$ cat src/rtl/vfbp_map.vh
// Purpose: register map, field positions and frame sizes of the voice frame packer
// Assumes: 32-bit apb data, one aligned word per register
// Notes:   definitions only
`ifndef VFBP_MAP_VH
`define VFBP_MAP_VH

// register byte offsets
`define VFBP_CTRL_ADDR    12'h000
`define VFBP_FIELD_ADDR   12'h004
`define VFBP_STAT_ADDR    12'h008
`define VFBP_COUNT_ADDR   12'h00C

// control register fields
`define VFBP_C_RATE       0
`define VFBP_C_CORE       4
`define VFBP_C_EXT        6
`define VFBP_C_VRATE      7
`define VFBP_C_START      8

// header field register fields
`define VFBP_F_BAND       0
`define VFBP_F_TYPE       4
`define VFBP_F_JOINT      8
`define VFBP_F_TCXCT      16
`define VFBP_F_FD         18
`define VFBP_F_PREV       19
`define VFBP_F_ISR        20
`define VFBP_F_RSV        21
`define VFBP_F_LOW        24
`define VFBP_F_VHI        26
`define VFBP_FIELD_MASK   32'h07FF_FFFF

// rate codes
`define VFBP_R28          3'h0
`define VFBP_R72          3'h1
`define VFBP_R80          3'h2
`define VFBP_R96          3'h3
`define VFBP_R132         3'h4
`define VFBP_R164         3'h5
`define VFBP_R244         3'h6

// core codes and bandwidth codes
`define VFBP_PRED         2'h0
`define VFBP_HQ           2'h1
`define VFBP_EXC          2'h2
`define VFBP_BAND_WIDE    2'h1

// frame lengths in bits
`define VFBP_LEN28        9'h038
`define VFBP_LEN72        9'h090
`define VFBP_LEN80        9'h0A0
`define VFBP_LEN96        9'h0C0
`define VFBP_LEN132       9'h108
`define VFBP_LEN164       9'h148
`define VFBP_LEN244       9'h1E8
`define VFBP_PAD_BITS     9'h003
`define VFBP_VRATE_TARGET 12'h076

`endif

$ cat src/rtl/vfbp_packer.v
// Purpose: packs the header of each coded voice frame and streams the frame msb first
// Assumes: payload bits come from core logic on ref_clk; apb slave with no wait state
// Notes:   one frame per start command; serial output cannot be stalled
//
// What this block does
// - every field goes out msb first
// - variable rate picks frames averaging 5.9 kbps
// - 2.8 kbps type: active bit, two type bits
// - frame lengths 56, 144, 160, 192 bits
// - 7.2/8.0 joint index also marks core
// - no extension field at 7.2/8.0
// - 9.6 core choice inside coder type
// - 13.2 frames 264 bits, 5-bit joint index
// - 13.2 joint index marks predictive or transform
// - 13.2 transform adds high-quality/excited bit
// - 13.2 excited core adds 2 type bits
// - 13.2 wide-band predictive adds extension flag
// - 16.4 frames 328 bits with padding
// - 24.4 frames 488 bits with padding
// - 24.4 core flag predictive or transform
// - next bit picks quality or excited core
// - excited core then carries 2 type bits
// - quality core flags previous predictive frame
// - second switch bit gives internal rate
//
// Decided for this implementation: the placing of the registers and the APB interface to the registers.
`include "vfbp_map.vh"

module vfbp_packer (
   // clock and reset
   input  wire        ref_clk,
   input  wire        reset_n,
   // apb slave
   input  wire        psel,
   input  wire        penable,
   input  wire        pwrite,
   input  wire [11:0] paddr,
   input  wire [31:0] pwdata,
   output reg  [31:0] prdata,
   output reg         pready,
   output reg         pslverr,
   // payload bits from the core logic
   input  wire        core_bit,
   input  wire        core_valid,
   output reg         core_ready,
   // serial frame bitstream
   output reg         ser_data,
   output reg         ser_valid,
   output reg         ser_first,
   output reg         ser_last,
   output reg         frame_busy
);

   localparam [3:0] ST_IDLE = 4'h1;
   localparam [3:0] ST_HDR  = 4'h2;
   localparam [3:0] ST_PAY  = 4'h4;
   localparam [3:0] ST_PAD  = 4'h8;

   reg  [8:0]  ctrl_r;
   reg  [26:0] field_r;
   reg  [3:0]  state_r;
   reg  [7:0]  hdr_r;
   reg  [3:0]  hlen_r;
   reg  [8:0]  flen_r;
   reg  [8:0]  plen_r;
   reg         pad_r;
   reg  [8:0]  cnt_r;
   reg  [8:0]  tot_r;
   reg  [11:0] acc_r;
   reg  [2:0]  lrate_r;
   reg  [15:0] frames_r;

   // builds the header bits, right aligned, with their count in the top nibble
   function [11:0] hdr_build;
      input [2:0]  rate;
      input [1:0]  core;
      input        ext;
      input [26:0] f;
      reg   [7:0]  v;
      reg   [3:0]  n;
      begin
         v = 8'h00;
         n = 4'h0;
         case (rate)
            `VFBP_R28: begin
               v = {5'h00, 1'b1, f[`VFBP_F_LOW+1:`VFBP_F_LOW]};
               n = 4'h3;
            end
            `VFBP_R72, `VFBP_R80: begin
               // joint index only, no extension flag follows
               v = {4'h0, core != `VFBP_PRED, f[`VFBP_F_JOINT+2:`VFBP_F_JOINT]};
               n = 4'h4;
            end
            `VFBP_R96: begin
               v = {3'h0, f[`VFBP_F_BAND+1:`VFBP_F_BAND], core == `VFBP_EXC,
                    f[`VFBP_F_TYPE+1:`VFBP_F_TYPE]};
               n = 4'h5;
            end
            `VFBP_R132: begin
               v = {3'h0, core != `VFBP_PRED, f[`VFBP_F_JOINT+3:`VFBP_F_JOINT]};
               n = 4'h5;
               if (core != `VFBP_PRED) begin
                  v = {v[6:0], core == `VFBP_EXC};
                  n = n + 4'h1;
               end
               if (core == `VFBP_EXC) begin
                  v = {v[5:0], f[`VFBP_F_TCXCT+1:`VFBP_F_TCXCT]};
                  n = n + 4'h2;
               end
               if (core == `VFBP_PRED && ext &&
                   f[`VFBP_F_BAND+1:`VFBP_F_BAND] == `VFBP_BAND_WIDE) begin
                  v = {v[6:0], f[`VFBP_F_FD]};
                  n = n + 4'h1;
               end
            end
            `VFBP_R164: begin
               v = {6'h00, f[`VFBP_F_BAND+1:`VFBP_F_BAND]};
               n = 4'h2;
               if (core == `VFBP_EXC) begin
                  v = {v[6:0], f[`VFBP_F_RSV]};
                  n = n + 4'h1;
               end
               // coder type width depends on the core
               if (core == `VFBP_PRED) begin
                  v = {v[4:0], f[`VFBP_F_TYPE+2:`VFBP_F_TYPE]};
                  n = n + 4'h3;
               end else if (core == `VFBP_EXC) begin
                  v = {v[3:0], f[`VFBP_F_TYPE+3:`VFBP_F_TYPE]};
                  n = n + 4'h4;
               end else begin
                  v = {v[5:0], f[`VFBP_F_TYPE+1:`VFBP_F_TYPE]};
                  n = n + 4'h2;
               end
            end
            `VFBP_R244: begin
               v = {6'h00, f[`VFBP_F_BAND+1:`VFBP_F_BAND]};
               n = 4'h2;
               if (core == `VFBP_EXC) begin
                  v = {v[6:0], f[`VFBP_F_RSV]};
                  n = n + 4'h1;
               end
               v = {v[6:0], core != `VFBP_PRED};
               n = n + 4'h1;
               if (core != `VFBP_PRED) begin
                  v = {v[6:0], core == `VFBP_EXC};
                  n = n + 4'h1;
               end
               if (core == `VFBP_HQ) begin
                  v = {v[6:0], f[`VFBP_F_PREV]};
                  n = n + 4'h1;
                  if (f[`VFBP_F_PREV]) begin
                     v = {v[6:0], f[`VFBP_F_ISR]};
                     n = n + 4'h1;
                  end
               end else begin
                  v = {v[5:0], f[`VFBP_F_TYPE+1:`VFBP_F_TYPE]};
                  n = n + 4'h2;
               end
            end
            default: begin
               v = 8'h00;
               n = 4'h0;
            end
         endcase
         hdr_build = {n, v};
      end
   endfunction

   // frame length for a rate
   function [8:0] frame_len;
      input [2:0] rate;
      begin
         case (rate)
            `VFBP_R28:  frame_len = `VFBP_LEN28;
            `VFBP_R72:  frame_len = `VFBP_LEN72;
            `VFBP_R80:  frame_len = `VFBP_LEN80;
            `VFBP_R96:  frame_len = `VFBP_LEN96;
            `VFBP_R132: frame_len = `VFBP_LEN132;
            `VFBP_R164: frame_len = `VFBP_LEN164;
            `VFBP_R244: frame_len = `VFBP_LEN244;
            default:    frame_len = `VFBP_LEN28;
         endcase
      end
   endfunction

   // apb strobes
   wire       wr_en  = psel & penable & pwrite & pready;
   wire       setup  = psel & ~penable;
   wire       hit    = (paddr == `VFBP_CTRL_ADDR) | (paddr == `VFBP_FIELD_ADDR) |
                       (paddr == `VFBP_STAT_ADDR) | (paddr == `VFBP_COUNT_ADDR);
   wire       start  = wr_en & (paddr == `VFBP_CTRL_ADDR) & pwdata[`VFBP_C_START] &
                       (state_r == ST_IDLE);
   wire       acc_pos = ~acc_r[11] & (acc_r != 12'h000);

   // frame choice: variable rate overrides the programmed rate and core
   reg  [2:0]  sel_rate;
   reg  [1:0]  sel_core;
   reg  [11:0] hdr_sel;
   reg  [8:0]  flen_sel;
   reg         pad_sel;
   always @* begin
      sel_rate = pwdata[`VFBP_C_RATE+2:`VFBP_C_RATE];
      sel_core = pwdata[`VFBP_C_CORE+1:`VFBP_C_CORE];
      if (pwdata[`VFBP_C_VRATE]) begin
         // low-rate frame while ahead of the average, else a full frame
         sel_core = `VFBP_PRED;
         if (acc_pos)
            sel_rate = `VFBP_R28;
         else if (field_r[`VFBP_F_VHI])
            sel_rate = `VFBP_R80;
         else
            sel_rate = `VFBP_R72;
      end
      hdr_sel  = hdr_build(sel_rate, sel_core, pwdata[`VFBP_C_EXT], field_r);
      flen_sel = frame_len(sel_rate);
      pad_sel  = pwdata[`VFBP_C_EXT] &
                 ((sel_rate == `VFBP_R164) | (sel_rate == `VFBP_R244));
   end

   // bit source for the current section
   reg        emit;
   reg        ebit;
   reg  [3:0] sh;
   always @* begin
      emit = 1'b0;
      ebit = 1'b0;
      sh   = hlen_r - 4'h1 - cnt_r[3:0];
      case (state_r)
         ST_HDR: begin
            emit = 1'b1;
            ebit = hdr_r[sh[2:0]];
         end
         ST_PAY: begin
            emit = core_valid & core_ready;
            ebit = core_bit;
         end
         ST_PAD: emit = 1'b1;
         default: begin
            emit = 1'b0;
            ebit = 1'b0;
         end
      endcase
   end

   // apb registers and answers
   always @(posedge ref_clk or negedge reset_n) begin
      if (!reset_n) begin
         ctrl_r  <= 9'h000;
         field_r <= 27'h000_0000;
         prdata  <= 32'h0000_0000;
         pready  <= 1'b0;
         pslverr <= 1'b0;
      end else begin
         pready  <= setup;
         pslverr <= setup & ~hit;
         if (setup) begin
            case (paddr)
               `VFBP_CTRL_ADDR:  prdata <= {23'h00_0000, 1'b0, ctrl_r[7:0]};
               `VFBP_FIELD_ADDR: prdata <= {5'h00, field_r};
               `VFBP_STAT_ADDR:  prdata <= {12'h000, acc_r, 3'h0, lrate_r, 1'b0,
                                           state_r[3:1] != 3'h0};
               `VFBP_COUNT_ADDR: prdata <= {16'h0000, frames_r};
               default:          prdata <= 32'h0000_0000;
            endcase
         end
         if (wr_en && paddr == `VFBP_CTRL_ADDR)
            ctrl_r <= {1'b0, pwdata[7:0]};
         if (wr_en && paddr == `VFBP_FIELD_ADDR)
            field_r <= pwdata[26:0];
      end
   end

   // frame sequencer: header, then core and extension bits, then padding
   always @(posedge ref_clk or negedge reset_n) begin
      if (!reset_n) begin
         state_r    <= ST_IDLE;
         hdr_r      <= 8'h00;
         hlen_r     <= 4'h0;
         flen_r     <= 9'h000;
         plen_r     <= 9'h000;
         pad_r      <= 1'b0;
         cnt_r      <= 9'h000;
         tot_r      <= 9'h000;
         acc_r      <= 12'h000;
         lrate_r    <= 3'h0;
         frames_r   <= 16'h0000;
         core_ready <= 1'b0;
         ser_data   <= 1'b0;
         ser_valid  <= 1'b0;
         ser_first  <= 1'b0;
         ser_last   <= 1'b0;
         frame_busy <= 1'b0;
      end else begin
         ser_valid <= emit;
         ser_data  <= ebit;
         ser_first <= emit & (tot_r == 9'h000);
         ser_last  <= emit & (tot_r == flen_r - 9'h001);
         if (emit)
            tot_r <= tot_r + 9'h001;
         case (state_r)
            ST_IDLE: begin
               if (start) begin
                  state_r    <= ST_HDR;
                  hdr_r      <= hdr_sel[7:0];
                  hlen_r     <= hdr_sel[11:8];
                  flen_r     <= flen_sel;
                  pad_r      <= pad_sel;
                  // payload fills the frame exactly after header and padding
                  plen_r     <= flen_sel - {5'h00, hdr_sel[11:8]} -
                                (pad_sel ? `VFBP_PAD_BITS : 9'h000);
                  lrate_r    <= sel_rate;
                  cnt_r      <= 9'h000;
                  tot_r      <= 9'h000;
                  frame_busy <= 1'b1;
                  if (pwdata[`VFBP_C_VRATE])
                     acc_r <= acc_r + {3'h0, flen_sel} - `VFBP_VRATE_TARGET;
               end
            end
            ST_HDR: begin
               if (cnt_r == {5'h00, hlen_r} - 9'h001) begin
                  state_r    <= ST_PAY;
                  cnt_r      <= 9'h000;
                  core_ready <= 1'b1;
               end else
                  cnt_r <= cnt_r + 9'h001;
            end
            ST_PAY: begin
               if (emit) begin
                  if (cnt_r == plen_r - 9'h001) begin
                     core_ready <= 1'b0;
                     cnt_r      <= 9'h000;
                     state_r    <= pad_r ? ST_PAD : ST_IDLE;
                     if (!pad_r) begin
                        frame_busy <= 1'b0;
                        frames_r   <= frames_r + 16'h0001;
                     end
                  end else
                     cnt_r <= cnt_r + 9'h001;
               end
            end
            ST_PAD: begin
               if (cnt_r == `VFBP_PAD_BITS - 9'h001) begin
                  state_r    <= ST_IDLE;
                  cnt_r      <= 9'h000;
                  frame_busy <= 1'b0;
                  frames_r   <= frames_r + 16'h0001;
               end else
                  cnt_r <= cnt_r + 9'h001;
            end
            default: state_r <= ST_IDLE;
         endcase
      end
   end

endmodule

$ cat config.mk
export PLATFORM = sky130hd
export DESIGN_NAME = vfbp_packer
export DESIGN_NICKNAME = d
export VERILOG_FILES = /design/src/rtl/vfbp_packer.v
export VERILOG_INCLUDE_DIRS = /design/src /design/src/rtl
export SDC_FILE = /design/constraint.sdc
export NUM_CORES = 1
export LEC_CHECK = 0
export BUFFER_PORTS_ARGS = -buffer_cell sky130_fd_sc_hd__buf_2
export CAP_MARGIN = 40
export CORE_MARGIN = 8
export CORE_UTILIZATION = 30
export DETAILED_ROUTE_END_ITERATION = 10
export GPL_ROUTABILITY_DRIVEN = 1
export HOLD_SLACK_MARGIN = 0.12
export PLACE_DENSITY = 0.49
export SETUP_SLACK_MARGIN = 0.02
export SKIP_LAST_GASP = 1
export SYNTH_ARGS = -nofsm -noshare
export SYNTH_HDL_FRONTEND = slang
export SYNTH_SLANG_ARGS = --single-unit
$ cat constraint.sdc
create_clock -name ref_clk -period 4.1 [get_ports ref_clk]
set_clock_uncertainty 0.2 [all_clocks]
set_input_delay 0.205 -clock ref_clk [delete_from_list [all_inputs] [get_ports ref_clk]]
set_output_delay 0.205 -clock ref_clk [all_outputs]
set_load 0.01 [all_outputs]
==> metrics.csv <==
metric;value;unit
die_x;188;um
seqCellArea;0.00375;mm2
worstPathArrival;3980;ps
synth.cell_area;0.00887;mm2
critPathBufInv;1;
grt_use_total;0.148;
num_rows;63;
gp_congestion;0.923;
clock_path_buffers;2;
cp_slowest_cell;dfrtp_1;
final_area;0.0108;mm2
place_ws;58.3;ps
hold_class;in -> async;
status;complete, no violations;
postCtsSetupRepairBufs;0;
viasPerCell;4.98;
timing.critical_path.from;acc_r[1];
fmax;258;MHz
cts_tree;done;
port_buffers;80;
synth_edf_count;0;
worst_pin_slew;719;ps
antenna_found_initial;2;
crit_family;compound AO/OA/AOI/OAI gates;
nNetsFinal;1148;
yosys_warnings;0;
reg2reg_to;plen_r[7];
num_vias;7304;
power.leakage;4.96;nW
clkLatencyLatePin;430;ps
ios;91;
drtPass1Iterations;5;
synth_area_leaders;dfrtp_1 (42%), nand2_1 (5.8%), mux2_2 (5.7%);
crit_required;4210;ps
wirelength;25700;um
rr_startpoint;acc_r[1];
rsz0062_at_grt;yes;
cp-end-kind;register;
setup_ws;229;ps
criticalPathCategory;reg -> reg;
path_cells;nor4_2 -> a41oi_2 -> o22ai_2 -> buf_4 -> a21oi_1 -> nor2_1 -> o21ai_0 -> ha_1 -> ha_1 -> fa_1 -> a21o_1 -> a21oi_1 -> a21oi_1 -> o21ai_0 -> o21ai_0;
powerDensity;311;mW/mm2
drt_iter0_drc;352;
drive_above_1_share;0.208;
path_clk_slew;60;ps
setup_viol;0;
overflow;0;
slew_headroom;0.516;
critPathMaxFanout;8;
r2r_slack;230;ps
cp.depth;15;
ys_seq_area_frac;0.423;
multi_input_area;0.00475;mm2
cts.sinks;150;
syn_to_final_growth;21.8;%
min_period_over_period;0.944;
ir_drop;173;uV
num-fill-cells;3010;
die-area;0.0353;mm2
maxCapViolations;0;
postSynthAreaPerCell;9.37;um2
drv_slew;0;
setup-tns-final;0;ps
chipHeight;188;um
grt_pass1_vias;7431;
fin_crit;3870;ps
endpoint;plen_r[7];
async_flop_share;1.00;
grt_pass1_wl;41800;um
yosys.cell_types.count;77;
synth.largest_area_cell;dfrtp_1;
fin_total_pwr;0.00336;W
cts-htree-levels;4;
ctsRootBufferMaster;clkbuf_16;
ys_seq_elements;150;
numCtsBuffers;17;
wl_per_cell;17.5;um
post-route-drc-count;0;
reg2reg_depth;15;
place_hpwl;19000;um
initial_core_util;0.302;
synthFlopType;dfrtp_1;
core;0.0294;mm2
yosysTopAreaCellShare;0.420;
netlist_instances;947;
hold_violations;0;
post_dp_cell_area;0.00982;mm2
cp-start-kind;register;
antenna_left;0;
cpPeakStageDelay;430;ps
grt_max_degree;59;
## layout make-up
type                       count  area share
antenna                        1    0.000232
inverter                      36      0.0125
sequential                   150       0.347
clock buffer                  20      0.0423
clock inverter                12      0.0111
multi-input combinational    703       0.440
tap                          390      0.0452
timing repair buffer         155       0.102
## where the power goes
part           switching (W)  internal, W
clock               0.000687     0.000878
sequential        0.00000390      0.00149
combinational       0.000183     0.000126
total               0.000874      0.00249
## what timing repair did
item | 4_1_cts | 5_1_grt
hold buffers | 36 | 0
resized for setup | 0 | 5
hold endpoints to repair | 206 | 0
setup endpoints to repair | 0 | 7
## state kept, by name, indices dropped and copies added (netlist names), 9 cells and up
register and count:
field_r 27, tot_r 9, frames_r 16, plen_r 9, prdata 27, cnt_r 9, acc_r 11
## per-layer routing
| layer | share of wire | up-vias | global-route usage |
|---|---|---|---|
| met1 | 0.47 | 3575 | 0.191 |
| met5 | 0.00043 | - | 0 |
| met4 | 0.021 | 2 | 0.0500 |
| met2 | 0.48 | 132 | 0.244 |
| met3 | 0.037 | 31 | 0.0297 |
| li1 | - | 3564 | - |
## how the worst min path moves through the flow
stage,from,endpoint,slack (ps),cells past startpoint
6_report,reset_n,state_r[0],160,2
5_1_grt,reset_n,state_r[0],180,2
4_1_cts,pwdata[4],ctrl_r[4],140,3
3_5_place_dp,reset_n,cnt_r[6],-70,1
3_3_place_gp,reset_n,cnt_r[6],160,1
2_1_floorplan,reset_n,acc_r[10],-290,0
## cell families after synthesis
kind of cell | synth area share
AOI/OAI and AO/OA | 0.139
xor gates and xnor gates | 0.0642
adders and majority gates | 0.0497
buffers and inverters | 0.0460
DFF | 0.423
muxes | 0.0883
other | 0.000423
and+or+nand+nor | 0.189
## through the flow
step | util | std cells | hold WS, ps
floorplan | - | 951 | -291
global placement | 0.333 | 1396 | 164
detailed placement | 0.334 | 1397 | -69.7
CTS | 0.366 | 1465 | 143
global route | 0.368 | 1467 | 176
finish | 0.368 | 1467 | 156
## Yosys cell counts, types with 7 or more instances
library cell  instances
and3_1               10
clkbuf_1             41
nor2_1               66
o21ai_0              62
mux2_2               45
nand2_1             138
o31ai_1              14
nor4_1                7
dfrtp_1             149
ha_1                 32
inv_1                34
a21oi_1              24
nor3_1               19
nand4_1              12
nand3_1              35
mux2i_1              13
nand3b_1              7
xor2_1               26
a22oi_1               9
nor2b_1              11
a21o_1                9
nand2b_1             11
a31oi_1               9
buf_2                11
xnor2_1              39
## cell usage in the layout, fill, tap and decap left out, types with 10 or more instances in the layout
master	instances
a21oi_1	24
and3_1	10
buf_2	79
buf_4	37
clkbuf_16	17
dfrtp_1	149
dlygate4sd3_1	35
ha_1	32
inv_1	34
mux2_2	45
mux2i_1	13
nand2_1	138
nand2b_1	10
nand3_1	35
nand4_1	12
nor2_1	65
nor3_1	19
o21ai_0	61
o31ai_1	14
xnor2_1	39
xor2_1	26
Power figures use the tool's default switching activity.
